<file path="config.mk">
export PLATFORM = sky130hd
export DESIGN_NAME = rwa_alloc
export DESIGN_NICKNAME = d
export VERILOG_FILES = /design/src/rwa_pkg.sv /design/src/rwa_sync3.sv /design/src/rwa_table.sv /design/src/rwa_alloc.sv
export SDC_FILE = /design/constraint.sdc
export NUM_CORES = 1
export LEC_CHECK = 0
export BUFFER_PORTS_ARGS = -buffer_cell sky130_fd_sc_hd__buf_2
export CAP_MARGIN = 20
export CORE_MARGIN = 3
export CORE_UTILIZATION = 45
export CTS_CLUSTER_SIZE = 10
export DETAILED_ROUTE_END_ITERATION = 10
export HOLD_SLACK_MARGIN = 0.02
export PLACE_DENSITY_LB_ADDON = 0.25
export SETUP_SLACK_MARGIN = 0.4
export SKIP_CTS_REPAIR_TIMING = 1
export SLEW_MARGIN = 20
export SYNTH_ARGS = -nofsm -noshare
export SYNTH_HDL_FRONTEND = slang
export SYNTH_HIERARCHICAL = 1
export SYNTH_SLANG_ARGS = --single-unit
</file>
<file path="constraint.sdc">
create_clock -name clk -period 11.6 [get_ports clk]
set_input_delay 1.74 -clock clk [delete_from_list [all_inputs] [get_ports clk]]
set_output_delay 1.74 -clock clk [all_outputs]
set_load 0.01 [all_outputs]
</file>
<file path="src/rwa_pkg.sv">
// Purpose: shared types and constants of the remote I/O word allocator
// Assumes: 50 MHz system clock, one scan per power-up
// Notes: register layouts are the packed structs below, lsb last
package rwa_pkg;
    localparam int WORD_W = 8;
    localparam int CNT_W = 5;
    localparam int SW_W = 5;
    localparam int ADDR_W = 3;
    localparam int DATA_W = 32;

    // timing
    localparam int CLK_KHZ = 50000;
    localparam int SCAN_WAIT_MS = 100;
    localparam int SCAN_WAIT_CYC = SCAN_WAIT_MS * CLK_KHZ;
    localparam int SETTLE_CYC = 4;

    // unit number limits
    localparam logic [3:0] MAX_UNIT_LARGE = 4'h7;
    localparam logic [3:0] MAX_UNIT_FIXED = 4'h4;
    localparam logic [3:0] MAX_UNIT_FOREIGN = 4'h3;
    localparam logic [3:0] MAX_UNIT_SMALL = 4'h1;

    // word figures
    localparam logic [WORD_W-1:0] FIXED_BASE = 8'h32;
    localparam logic [WORD_W-1:0] FIXED_STEP = 8'h0a;
    localparam logic [WORD_W-1:0] SWITCH_OFFSET = 8'hc8;
    localparam logic [5:0] NATIVE_SPAN = 6'h0a;
    localparam logic [5:0] FOREIGN_SPAN = 6'h14;
    localparam logic [5:0] RACK_MAX = 6'h1f;
    localparam logic [SW_W-1:0] SW_MAX = 5'h1f;
    localparam logic [CNT_W-1:0] ONE_WORD = 5'h01;
    localparam logic [CNT_W-1:0] TWO_WORDS = 5'h02;

    // register offsets and base word reset value
    localparam logic [ADDR_W-1:0] REG_CTRL = 3'h0;
    localparam logic [ADDR_W-1:0] REG_STATUS = 3'h1;
    localparam logic [ADDR_W-1:0] REG_BASE = 3'h2;
    localparam logic [ADDR_W-1:0] REG_SEL = 3'h3;
    localparam logic [ADDR_W-1:0] REG_ENTRY = 3'h4;
    localparam logic [ADDR_W-1:0] REG_RESUME = 3'h5;
    localparam logic [ADDR_W-1:0] REG_COUNT = 3'h6;
    localparam logic [WORD_W-1:0] BASE_RESET = 8'h00;

    typedef enum logic [1:0] {VAR_LARGE, VAR_FIXED, VAR_SMALL} rwa_variant_e;
    typedef enum logic [2:0] {
        KIND_NATIVE, KIND_FOREIGN, KIND_EXPAND, KIND_LINK, KIND_OPTICAL
    } rwa_kind_e;

    // one unit answering the power-up scan
    typedef struct packed {
        rwa_kind_e kind;
        logic [2:0] unit;
        logic term;
        logic [CNT_W-1:0] words;
        logic [2:0] special;
        logic [SW_W-1:0] sw;
        logic pts32;
        logic mixed_dir;
    } rwa_desc_s;

    typedef struct packed {
        logic active;
        logic rel;
        rwa_kind_e kind;
        logic [2:0] special;
        logic [CNT_W-1:0] count;
        logic [WORD_W-1:0] first;
    } rwa_entry_s;

    typedef struct packed {
        logic cap;
        logic dir;
        logic noterm;
        logic overlap;
        logic range;
        logic dup;
    } rwa_err_s;

    typedef struct packed {
        rwa_err_s err;
        logic fail;
        logic run;
    } rwa_status_s;
endpackage

</file>
<file path="src/rwa_sync3.sv">
// Purpose: three-stage input synchroniser with agreement filter
// Assumes: inputs asynchronous to clk
// Notes: output moves only when stages two and three agree
`timescale 1ns/10ps
module rwa_sync3 #(
    parameter int W = 1
) (
    // clock, reset, enable
    input wire logic clk,
    input wire logic reset,
    input wire logic ce,
    // data
    input wire logic [W-1:0] din,
    output logic [W-1:0] dout
);
    typedef struct packed {
        logic [W-1:0] s1;
        logic [W-1:0] s2;
        logic [W-1:0] s3;
        logic [W-1:0] o;
    } rwa_sync_s;

    rwa_sync_s q, d;

    always_comb begin
        d = q;
        if (ce) begin
            d.s1 = din;
            d.s2 = q.s1;
            d.s3 = q.s2;
            if (q.s2 == q.s3) begin
                d.o = q.s3;
            end
        end
    end

    always_ff @(posedge clk or posedge reset) begin
        if (reset) begin
            q <= '0;
        end else begin
            q <= d;
        end
    end

    assign dout = q.o;
endmodule // rwa_sync3

</file>
<file path="src/rwa_table.sv">
// Purpose: small unit table, one write port, registered read
// Assumes: single clock
// Notes: a read of the address being written returns the old word
`timescale 1ns/10ps
module rwa_table #(
    parameter int W = 8,
    parameter int DEPTH = 16
) (
    // clock, reset, enable
    input wire logic clk,
    input wire logic reset,
    input wire logic ce,
    // write port
    input wire logic we,
    input wire logic [$clog2(DEPTH)-1:0] waddr,
    input wire logic [W-1:0] wdata,
    // read port
    input wire logic [$clog2(DEPTH)-1:0] raddr,
    output logic [W-1:0] rdata
);
    typedef struct packed {
        logic [DEPTH-1:0][W-1:0] mem;
        logic [W-1:0] rd;
    } rwa_table_s;

    rwa_table_s q, d;

    always_comb begin
        d = q;
        if (ce) begin
            if (we) begin
                d.mem[waddr] = wdata;
            end
            d.rd = q.mem[raddr];
        end
    end

    always_ff @(posedge clk or posedge reset) begin
        if (reset) begin
            q <= '0;
        end else begin
            q <= d;
        end
    end

    assign rdata = q.rd;
endmodule // rwa_table

</file>
<file path="src/rwa_alloc.sv">
// Purpose: power-up bus scan and I/O word allocation of a remote I/O master
// Assumes: scan descriptors come from link logic on clk, chain order
// Notes: variant strap and transmission error pin are synchronised
//
// Chosen here: the register addresses and the plain strobed port.
`timescale 1ns/10ps
// Contract
// - racks allocate from base word, slaves in unit order, then resume after master
// - optical and link units take words from their switch settings
// - terminator searched at power-up; units acknowledged only once it is found
// - units absent during the power-up scan stay excluded until next power-up
// - unit number limits: 0-7 large, 0-4 fixed-slot, 0-1 small variants
// - duplicate or out-of-range slave unit numbers do not operate
// - rack words follow mounting order regardless of slot
// - fixed-slot native unit n gets ten words from 50+10n
// - expansion rack takes next unit number's range, number then reserved
// - fixed-slot foreign unit n gets twenty words from 50+10n, n 0-3
// - native special units get special bits; foreign racks capped at 20 words
// - non-fixed master: native special units take ordinary words
// - foreign slave clears data on error, no hold, no expansion rack
// - link unit one or two words, switch 0-31, no word shared
// - fixed-slot switch units sit at switch value plus 200
module rwa_alloc
    import rwa_pkg::*;
#(
    parameter int DEPTH = 16,
    parameter int SCAN_CYCLES = SCAN_WAIT_CYC
) (
    // clock, reset, enable
    input wire logic clk,
    input wire logic reset,
    input wire logic ce,
    // straps and pins
    input wire logic [1:0] variant_strap,
    input wire logic xmit_err,
    // scan descriptor stream
    input wire logic desc_valid,
    input wire rwa_desc_s desc,
    output logic desc_ready,
    // register port
    input wire logic [ADDR_W-1:0] addr,
    input wire logic [DATA_W-1:0] wdata,
    input wire logic wr,
    input wire logic rd,
    output logic [DATA_W-1:0] rdata,
    // status
    output logic run,
    output logic cfg_err,
    output logic foreign_clear,
    output logic hold_out,
    output logic [WORD_W-1:0] resume_word
);
    localparam int IDX_W = $clog2(DEPTH);
    localparam int TW = $clog2(SCAN_CYCLES + 1);
    localparam int EW = $bits(rwa_entry_s);

    typedef enum logic [1:0] {ST_SETTLE, ST_SCAN, ST_RUN, ST_FAIL} rwa_state_e;

    typedef struct packed {
        rwa_state_e st;
        logic [TW-1:0] tmr;
        rwa_variant_e var_sel;
        logic [2:0] last_unit;
        logic last_foreign;
        logic any_foreign;
        logic [7:0] seen;
        logic [31:0] wmap;
        logic [WORD_W-1:0] next;
        logic [IDX_W:0] n_ent;
        rwa_err_s err;
        logic hold_en;
        logic [WORD_W-1:0] base;
        logic [IDX_W-1:0] sel;
        logic [DATA_W-1:0] rdata;
        logic fclr;
        logic hold;
        logic xerr_prev;
    } rwa_main_s;

    rwa_main_s q, d;
    logic [2:0] pins;
    logic xerr;
    logic [EW-1:0] tbl_rd;
    logic [IDX_W-1:0] tbl_raddr;
    rwa_entry_s ent, rd_ent;
    rwa_err_s eset, eclr;
    logic fire, twr, fixed, rack, ok, e_full;
    logic [3:0] unit_eff, max_u;
    logic [5:0] raw, cap;
    logic [SW_W-1:0] sw_n;

    rwa_sync3 #(.W(3)) u_sync (
        .clk(clk),
        .reset(reset),
        .ce(ce),
        .din({xmit_err, variant_strap}),
        .dout(pins)
    );
    assign xerr = pins[2];

    // sel written this cycle goes straight to the table so reads may follow
    assign tbl_raddr = (wr && addr == REG_SEL) ? wdata[IDX_W-1:0] : q.sel;

    rwa_table #(.W(EW), .DEPTH(DEPTH)) u_table (
        .clk(clk),
        .reset(reset),
        .ce(ce),
        .we(twr),
        .waddr(q.n_ent[IDX_W-1:0]),
        .wdata(ent),
        .raddr(tbl_raddr),
        .rdata(tbl_rd)
    );

    assign desc_ready = ce && q.st == ST_SCAN;
    assign fire = desc_valid && desc_ready;
    assign rd_ent = rwa_entry_s'(tbl_rd);

    always_comb begin
        d = q;
        ent = '0;
        eset = '0;
        eclr = '0;
        twr = 1'b0;
        ok = 1'b0;
        e_full = 1'b0;
        fixed = q.var_sel == VAR_FIXED;
        rack = desc.kind inside {KIND_NATIVE, KIND_FOREIGN, KIND_EXPAND};
        sw_n = desc.sw + 5'h01;
        raw = {1'b0, desc.words};
        cap = RACK_MAX;
        case (q.var_sel)
            VAR_LARGE: max_u = MAX_UNIT_LARGE;
            VAR_FIXED: max_u = (desc.kind == KIND_FOREIGN) ? MAX_UNIT_FOREIGN : MAX_UNIT_FIXED;
            default: max_u = MAX_UNIT_SMALL;
        endcase
        // an expansion rack borrows the number after the last slave
        unit_eff = (desc.kind == KIND_EXPAND) ? {1'b0, q.last_unit} + 4'h1 : {1'b0, desc.unit};
        ent.kind = desc.kind;
        if (rack) begin
            eset.range = unit_eff > max_u;
            if (desc.kind == KIND_EXPAND && (!fixed || q.last_foreign || q.seen == '0)) begin
                eset.range = 1'b1;
            end
            eset.dup = !eset.range && q.seen[unit_eff[2:0]];
            // foreign range spans two numbers
            eset.overlap = fixed && desc.kind == KIND_FOREIGN && !eset.range
                && q.seen[unit_eff[2:0] + 3'h1];
            if (desc.kind == KIND_NATIVE && !fixed) begin
                raw = {1'b0, desc.words} + {3'h0, desc.special};
            end else if (desc.kind != KIND_FOREIGN && fixed) begin
                cap = NATIVE_SPAN;
                ent.special = desc.special;
            end
            if (desc.kind == KIND_FOREIGN) begin
                cap = FOREIGN_SPAN;
            end
            eset.cap = raw > cap;
            ent.count = eset.cap ? cap[CNT_W-1:0] : raw[CNT_W-1:0];
            ent.rel = !fixed;
            if (fixed) begin
                ent.first = WORD_W'(FIXED_BASE + FIXED_STEP * unit_eff);
            end else begin
                ent.first = q.next;
            end
        end else begin
            // switch-set units keep out of the mounting-order count
            eset.range = desc.pts32 && desc.sw == SW_MAX;
            eset.overlap = q.wmap[desc.sw] || (desc.pts32 && !eset.range && q.wmap[sw_n]);
            eset.dir = desc.kind == KIND_OPTICAL && desc.mixed_dir && !fixed;
            ent.count = desc.pts32 ? TWO_WORDS : ONE_WORD;
            ent.first = {3'h0, desc.sw} + (fixed ? SWITCH_OFFSET : '0);
        end
        ok = !(eset.range || eset.dup || eset.overlap || eset.dir);
        ent.active = ok;
        if (!fire) begin
            eset = '0;
        end
        if (ce) begin
            d.rdata = '0;
            d.fclr = 1'b0;
            case (q.st)
                ST_SETTLE: begin
                    d.tmr = q.tmr + 1'b1;
                    // one cycle more than the stages, so the strap has left the synchroniser
                    if (q.tmr == TW'(SETTLE_CYC)) begin
                        d.var_sel = rwa_variant_e'(pins[1:0]);
                        d.tmr = '0;
                        d.st = ST_SCAN;
                    end
                end
                ST_SCAN: begin
                    d.tmr = q.tmr + 1'b1;
                    if (fire) begin
                        e_full = q.n_ent == (IDX_W + 1)'(DEPTH);
                        eset.range = eset.range || e_full;
                        twr = !e_full;
                        if (ok && rack) begin
                            d.seen[unit_eff[2:0]] = 1'b1;
                            if (fixed && desc.kind == KIND_FOREIGN) begin
                                d.seen[unit_eff[2:0] + 3'h1] = 1'b1;
                            end
                            d.last_unit = unit_eff[2:0];
                            d.last_foreign = desc.kind == KIND_FOREIGN;
                            d.any_foreign = q.any_foreign || desc.kind == KIND_FOREIGN;
                            d.next = q.next + {3'h0, ent.count};
                        end else if (ok) begin
                            d.wmap[desc.sw] = 1'b1;
                            if (desc.pts32) begin
                                d.wmap[sw_n] = 1'b1;
                            end
                        end
                        if (!e_full) begin
                            d.n_ent = q.n_ent + 1'b1;
                        end
                        if (desc.term) begin
                            d.st = ST_RUN;
                        end
                    end else if (q.tmr == TW'(SCAN_CYCLES - 1)) begin
                        eset.noterm = 1'b1;
                        d.st = ST_FAIL;
                    end
                end
                ST_RUN, ST_FAIL: begin
                    // later arrivals are never enrolled
                    d.tmr = q.tmr;
                end
                default: d.st = ST_FAIL;
            endcase
            // register writes
            if (wr) begin
                case (addr)
                    REG_CTRL: d.hold_en = wdata[0];
                    REG_STATUS: begin
                        eclr = rwa_err_s'(wdata[$bits(rwa_status_s)-1 -: $bits(rwa_err_s)]);
                    end
                    REG_BASE: d.base = wdata[WORD_W-1:0];
                    REG_SEL: d.sel = wdata[IDX_W-1:0];
                    default: d.sel = q.sel;
                endcase
            end
            // a new error in the clearing cycle survives
            d.err = (q.err & ~eclr) | eset;
            if (rd) begin
                case (addr)
                    REG_CTRL: d.rdata = DATA_W'(q.hold_en);
                    REG_STATUS: d.rdata = DATA_W'({q.err, q.st == ST_FAIL, q.st == ST_RUN});
                    REG_BASE: d.rdata = DATA_W'(q.base);
                    REG_SEL: d.rdata = DATA_W'(q.sel);
                    REG_ENTRY: d.rdata = DATA_W'({rd_ent.active && q.st == ST_RUN, rd_ent.rel,
                        rd_ent.kind, rd_ent.special, rd_ent.count,
                        rd_ent.first + (rd_ent.rel ? q.base : '0)});
                    REG_RESUME: d.rdata = DATA_W'(q.base + q.next);
                    REG_COUNT: d.rdata = DATA_W'(q.n_ent);
                    default: d.rdata = '0;
                endcase
            end
            d.xerr_prev = xerr;
            // foreign racks drop data on error and cannot hold outputs
            d.fclr = xerr && !q.xerr_prev && q.any_foreign && q.st == ST_RUN;
            d.hold = q.hold_en && xerr && q.st == ST_RUN;
        end
    end

    always_ff @(posedge clk or posedge reset) begin
        if (reset) begin
            q <= '0;
            q.base <= BASE_RESET;
        end else begin
            q <= d;
        end
    end

    assign rdata = q.rdata;
    assign run = q.st == ST_RUN;
    assign cfg_err = |q.err;
    assign foreign_clear = q.fclr;
    assign hold_out = q.hold;
    assign resume_word = q.base + q.next;
endmodule // rwa_alloc

</file>
# After elaboration in Yosys (flattened, before gate mapping)
# Index checks and enable logic that the tools add are counted.
# Widths: inputs -> output; s select.
# op_classes
eq_ne,22
reduce_logical,61
magnitude_cmp,13
bitwise,11
mux,71
addsub,12
multipliers,1
# op_table
cell,n
$bwmux 336,1
$pmux 21 s7,1
$bmux 21 s4,1
$demux 21 s4,1
$or 32x32->32,2
$mux 21,3
$mux 6,8
$pmux 23 s2,1
$mux 32,1
$mux 8,4
$logic_and 1x1->1,27
$mux 27,1
$mux 1,24
$add 23x1->23 const B,1
$eq 23x23->1 const B,1
$eq 23x3->1 const B,1
$add 8x8->8,2
$or 8x8->8,2
$mux 5,3
$mux 13,1
$eq 3x3->1 const B,4
$lt 5x6->1 const B,2
$mux 3,4
$reduce_and 3->1,4
50 further kinds,91
# totals
out_inout_bits,45
word_cells,235
regBits,508
inputBits,66

# Longest topological paths before layout
# Gate-level depths: netlist of the first run.
# logic_depth
ltp_word,18
mapped_depth,23
depth_no_buf,22

# By module
# Netlist of the first run, hierarchy kept.
# by_module_without_submodules
mod,area_per_inst_um2,instances,cells_each,seq_area_each_um2
rwa_table,16271.9,1,995,8933.6
rwa_alloc,9318.9,1,993,3203.1
rwa_sync3,501.7,1,33,300.3

# Worst setup path after synthesis of the first run
# Ideal clock, no wire load.
# synth_path
path_type,input-to-reg
startpoint,in desc[21] (netlist bit)
endpoint,"reg, netlist name q[65]"
stages,20
setup_time_ns,0.079
path_slack_ns,5.341
arrival_time_ns,6.180
t_required_ns,11.521
n_path_buf,1
cell_sequence,buf_4 nor4_1 a21oi_1 ha_1 nor2b_1 o21a_1 o21a_1 o21a_1 o22ai_1 a211oi_1 a311oi_1 ha_1 inv_1 fa_1 nor2b_1 o21a_1 o21a_1 o211ai_1 nor4_1 xor2_1
# synth_lines
item,line,text
start: declaration,rwa_alloc.sv:38,"input wire rwa_desc_s desc,"

==> flow_summary.toml, run 1 <==
[critical_path]
regToRegStartpoint = "q[113]"
crit_top_cell = "o21a_1"
crit_path_start = "desc[21]"
critPathLaunchType = "input port"
crit_chain = "buf_2 > nor4_2 > mux2i_1 > inv_1 > ha_1 > o21a_1 > o21a_1 > o21a_1 > o22ai_1 > a211oi_1 > a311oi_2 > ha_1 > inv_1 > fa_1 > nor2b_1 > o21a_1 > o21a_1 > o211ai_1 > nor4_1 > xor2_1"
slowest_stage = "a311oi_2"
cp.buffers_inverters = 3
crit_fanout = 24
crit_type = "in2reg"
required_ps = 12120
critPathMaxStageDelay_ps = 910
end_kind = "flip-flop"
rrSetupSlack_ps = 5210
cp_top_family = "compound AO/OA/AOI/OAI gates"
cp_data_arrival_time_ps = 7340

[clocking]
cts_tree = "built"
clock-sinks = 497
path_clk_slew_ps = 60
cts_max_level = 2
numCtsBuffers = 57
clockBufferDepth = 3
clkLatencyLatePin_ps = 630
cts-root-buf = "clkbuf_16"

[timing]
setup_violations = 0
layout_min_cycle_time_ps = 6820
period_share_pct = 58.8
fmax_mhz = 147
worst_pin_slew_ps = 1100
hold_violations = 0
rsz0062_at_grt = "no"
slew_headroom_pct = 26.6
setup_tns_ps = 0
clock_skew_ps = 46.1
drv_slew = 0

[pwr]
p_comb_share_pct = 16.9
cellPowerDensity_nw_per_um2 = 150
p_int_uw = 2990
vdd_drop_max_v = 0.000107
sequentialPowerShare_pct = 45.9
p_sw_share_pct = 29.0
finalPower_uw = 4210
clkPwrFrac_pct = 37.2
leakagePower_uw = 0.0133
p_sw_uw = 1220

[global_route]
antenna_found_initial = 0
grt_max_degree = 167
grt_pass1_wl_mm = 103
track_usage_pct = 22.0
grt_overflow_total = 0
grt_pass1_vias = 17100

[yosys]
synth_edf_count = 0
synth_top_family_by_area = "multiplexers"
synthSimpleGateAreaFrac_pct = 6.85
synth_seq_cells = 497
ys.flop_type = "dfrtp_1"
synthMuxAreaShare_pct = 26.6
avgSynthCellArea_sq_um = 12.9
synth.distinct_cells = 79
syn_inst = 2021
synth_compound_area_share_pct = 8.29
synth-seq-area-share_pct = 47.7
synth_xor_area_share_pct = 1.87
netlist_area_sq_um = 26100
synth_warnings = 6
synth_fa_ha_area_share_pct = 2.69
synth_async_sr_flop_share_pct = 100

[floorplanning]
rows = 87
die_h_um = 247
dieWidth_um = 247
die-area_sq_um = 60900
io_pins = 111
core-area_sq_um = 56800
initial_core_util_pct = 45.9

[min_path]
min-delay-start = "u_table/q[287]"
hold_class = "reg2reg"

[drt]
ant_nets = 0
drt_drc_violations_left = 0
drt-wirelength-per-cell_um = 24.1
firstDrtPassIters = 5
wirelength_mm = 66.7
dr_total_vias = 16800
drtIter0Drc = 1393
viasPerCell = 6.08

[status]
status = "finished clean"

[placed_design]
numPortBuffers = 75
dp_hpwl_mm = 42.1
gp_congestion = 0.866

[final_layout]
drive_gt1_share_pct = 34.1
area_growth_pct = 7.76
final_nets = 2119
layout_commonest_cell = "dfrtp_1"
final.fill_count = 4942
n_antenna_cell = 0
final_cell_mix = "dfrtp_1 (497), mux2_2 (364), mux4_2 (86)"

[run]
drv_cap = 0
-- power groups by stage --
stage	clock network [uW]	logic [uW]	registers, uW
global placement	0	691	1960
CTS	1620	710	1930
finish	1570	711	1930
floorplan	0	595	1910
detailed placement	0	707	1960
global route	1690	773	1940
-- metal layers --
layer	track usage, %	vias up	routed length [um]
met4	6.30	0	1820
met2	34.6	474	30600
li1	-	7356	-
met5	0	-	0
met3	3.45	123	3640
met1	31.7	8873	30600
-- synth_stat cells (15+ instances only) --
cell type | instances | area, sq um
dfrtp_1 | 497 | 12400
mux2_2 | 367 | 4130
buf_4 | 96 | 721
nand2_1 | 87 | 327
mux4_2 | 86 | 1940
nor2_1 | 76 | 285
inv_1 | 73 | 274
clkbuf_1 | 60 | 225
ha_1 | 48 | 601
xnor2_1 | 40 | 350
mux2i_1 | 37 | 370
a22oi_1 | 35 | 263
o21ai_0 | 35 | 175
o41ai_1 | 33 | 289
nand3_1 | 30 | 150
a21oi_1 | 28 | 140
o22ai_1 | 25 | 156
a21o_1 | 21 | 158
nor3_1 | 20 | 100
and2_1 | 19 | 119
buf_2 | 19 | 95.1
a22o_1 | 18 | 158
nor4_1 | 15 | 93.8
-- logic make-up (layout without fill, tap and decap cells) --
kind of cell	count (synthesis)	after routing
AND/OR/NAND/NOR	341	341
other	1	11
multiplexers	517	517
AO/OA/AOI/OAI	283	283
XOR/XNOR	55	55
buffers and inverters	274	256
adder cells (fa/ha/maj)	53	53
flip-flops	497	497
-- final timing paths --
check | endpoint | cells after the start
worst max-delay path | q[65] | 20
min in group asynchronous | u_sync/q[10] | 2
worst min-delay path | u_table/q[287] | 1
max in group asynchronous | u_table/q[114] | 4
worst min register to register | u_table/q[287] | 1
worst max register to register | q[65] | 21
-- final cells by class --
cell class | count | area [sq um] | area share (%)
Clock inverter | 7 | 98.8 | 0.352
Tap cell | 756 | 946 | 3.36
Inverter | 75 | 295 | 1.05
Timing Repair Buffer | 109 | 647 | 2.30
Multi-Input combinational cell | 1260 | 12200 | 43.5
Sequential cell | 497 | 12400 | 44.2
Clock buffer | 65 | 1470 | 5.22
-- through the flow --
| stage | hold WS, ps | cells | worst slack (ps) | instance area, sq um | utilization (%) |
|---|---|---|---|---|---|
| after floorplan | 428 | 2031 | 5080 | 26100 | - |
| after global placement | 454 | 2697 | 4080 | 26500 | 46.6 |
| after detailed placement | 469 | 2697 | 3990 | 26500 | 46.7 |
| after CTS | 481 | 2769 | 4580 | 28100 | 49.4 |
| after global routing | 494 | 2769 | 4300 | 28100 | 49.5 |
| final | 481 | 2769 | 4780 | 28100 | 49.5 |
-- sequential cells by signal, indices dropped and copies added (netlist names) --
signal and cells:
hold_out 1, foreign_clear 1, u_sync/dout 3, rdata 21
q 105, u_table/rdata 21, u_sync/q 9, u_table/q 336
Power figures use the tool's default switching activity.
==> inputs of run 2 (changes only) <==
- clock period: 11.6 -> 6.17 ns (I/O delays scaled with it)
==> run 2 against run 1 <==
  * Clock power is 97% higher
  * Hold slack worse by 73 ps
  * Final cell count is 0.79% higher
  * Die area stayed put
  * Via count hardly changed
  * Largest power group unchanged
==> flow_summary.toml, run 2 (synthesis gave the netlist of run 1 again) <==
[critical_path]
critPathMaxStageDelay_ps = 720
crit_type = "in2reg"
crit_fanout = 17
end_kind = "flip-flop"
cp_top_family = "compound AO/OA/AOI/OAI gates"
required_ps = 6630
cp.buffers_inverters = 3
slowest_stage = "a211oi_4"
crit_top_cell = "o21a_1"
crit_chain = "buf_2 > ha_1 > inv_1 > fa_1 > xnor2_1 > mux2i_1 > inv_1 > ha_1 > o21a_1 > o21a_1 > o21a_1 > o22ai_1 > a21oi_1 > a211oi_4 > ha_1 > nor2b_1 > o21a_1 > o21a_1 > o211ai_1 > nor4_1 > xor2_1"
critPathLaunchType = "input port"
cp_data_arrival_time_ps = 5540

[global_route]
grt_pass1_vias = 17200
grt_pass1_wl_mm = 103
antenna_found_initial = 1
grt_max_degree = 164
grt_overflow_total = 0
track_usage_pct = 22.1

[clocking]
cts_max_level = 2
path_clk_slew_ps = 60
clock-sinks = 497
cts_tree = "built"
clockBufferDepth = 3
cts-root-buf = "clkbuf_16"
numCtsBuffers = 58
clkLatencyLatePin_ps = 630

[placed_design]
dp_hpwl_mm = 43.7
numPortBuffers = 75
gp_congestion = 0.887
dp_slack_ps = 301
post_dp_cell_area_sq_um = 26700

[timing]
worst_slack_ps = 1090
setup_violations = 0
hold_violations = 0
setup_tns_ps = 0
fmax_mhz = 197
period_share_pct = 82.4
clock_skew_ps = 39.4
layout_min_cycle_time_ps = 5080
rsz0062_at_grt = "no"
drv_slew = 0
worst_pin_slew_ps = 961
slew_headroom_pct = 35.9

[final_layout]
final_nets = 2136
layout_commonest_cell = "dfrtp_1"
top_register = "u_table/q"
fin_area_sq_um = 28400
final_cell_mix = "dfrtp_1 (497), mux2_2 (364), nand2_1 (87)"
largest_register_ffs = 336
drive_gt1_share_pct = 34.5
reg_top3 = "u_table/q (336), q (105)"
area_growth_pct = 8.66

[drt]
drtIter0Drc = 1424
drt_drc_violations_left = 0
ant_nets = 0
wirelength_mm = 67.5
viasPerCell = 6.03
drt-wirelength-per-cell_um = 24.2
dr_total_vias = 16800
firstDrtPassIters = 6

[min_path]
hold_class = "in2async"

[pwr]
cellPowerDensity_nw_per_um2 = 285
vdd_drop_max_v = 0.000219
leakagePower_uw = 0.0134
finalPower_uw = 8090

[run]
drv_cap = 0

[floorplanning]
core-area_sq_um = 56800
die_h_um = 247
io_pins = 111
rows = 87
die-area_sq_um = 60900
dieWidth_um = 247
initial_core_util_pct = 45.9

[status]
status = "finished clean"
## run 2: final timing paths
| kind | startpoint | endpoint | slack, ps | depth (start not counted) |
|---|---|---|---|---|
| worst max-delay path | desc[7] | q[65] | 1090 | 21 |
| worst min-delay path | reset | u_sync/q[4] | 410 | 2 |
| worst max register to register | q[113] | q[65] | 1100 | 20 |
| worst min register to register | q[107] | q[107] | 470 | 1 |
| max in group asynchronous | reset | q[54] | 4600 | 3 |
| min in group clk | q[107] | q[107] | 470 | 1 |
## run 2: power breakdown
| part | total [uW] | leakage (uW) | switching [uW] | internal (uW) |
|---|---|---|---|---|
| clock | 3100 | 0.000813 | 1300 | 1810 |
| sequential | 3630 | 0.00663 | 199 | 3430 |
| combinational | 1350 | 0.00597 | 808 | 545 |
## run 2: stage by stage
stage,hold WS (ps),utilization (%),std cells
6_report,407,49.9,2791
5_1_grt,424,49.9,2791
4_1_cts,391,49.9,2790
3_5_place_dp,451,46.9,2713
3_3_place_gp,455,46.9,2712
2_1_floorplan,428,-,2031
## run 2: layout make-up
type / count / area, sq um
Multi-Input combinational cell: 1260 / 12200
Tap cell: 756 / 946
Inverter: 75 / 295
Timing Repair Buffer: 125 / 808
Antenna cell: 1 / 2.50
Fill cell: 4871 / 28500
Clock buffer: 72 / 1580
Sequential cell: 497 / 12400
Clock inverter: 5 / 90.1
## run 2: worst reg2reg max path, delay by kind of cell (launching register included)
family | cells | cell delay, ps
and+or+nand+nor | 4 | 600
xor gates and xnor gates | 1 | 160
DFF | 1 | 410
buffers and inverters | 3 | 430
muxes | 1 | 380
adders and majority gates | 2 | 710
AOI/OAI and AO/OA | 9 | 2250
## run 2: layer usage
metal | routed length [um] | part of all wire [%] | track usage [%]
met4 | 1650 | 2.4 | 6.16
met2 | 31400 | 46 | 35.4
met3 | 3400 | 5.0 | 3.12
met5 | 0 | 0 | 0
met1 | 31100 | 46 | 31.7
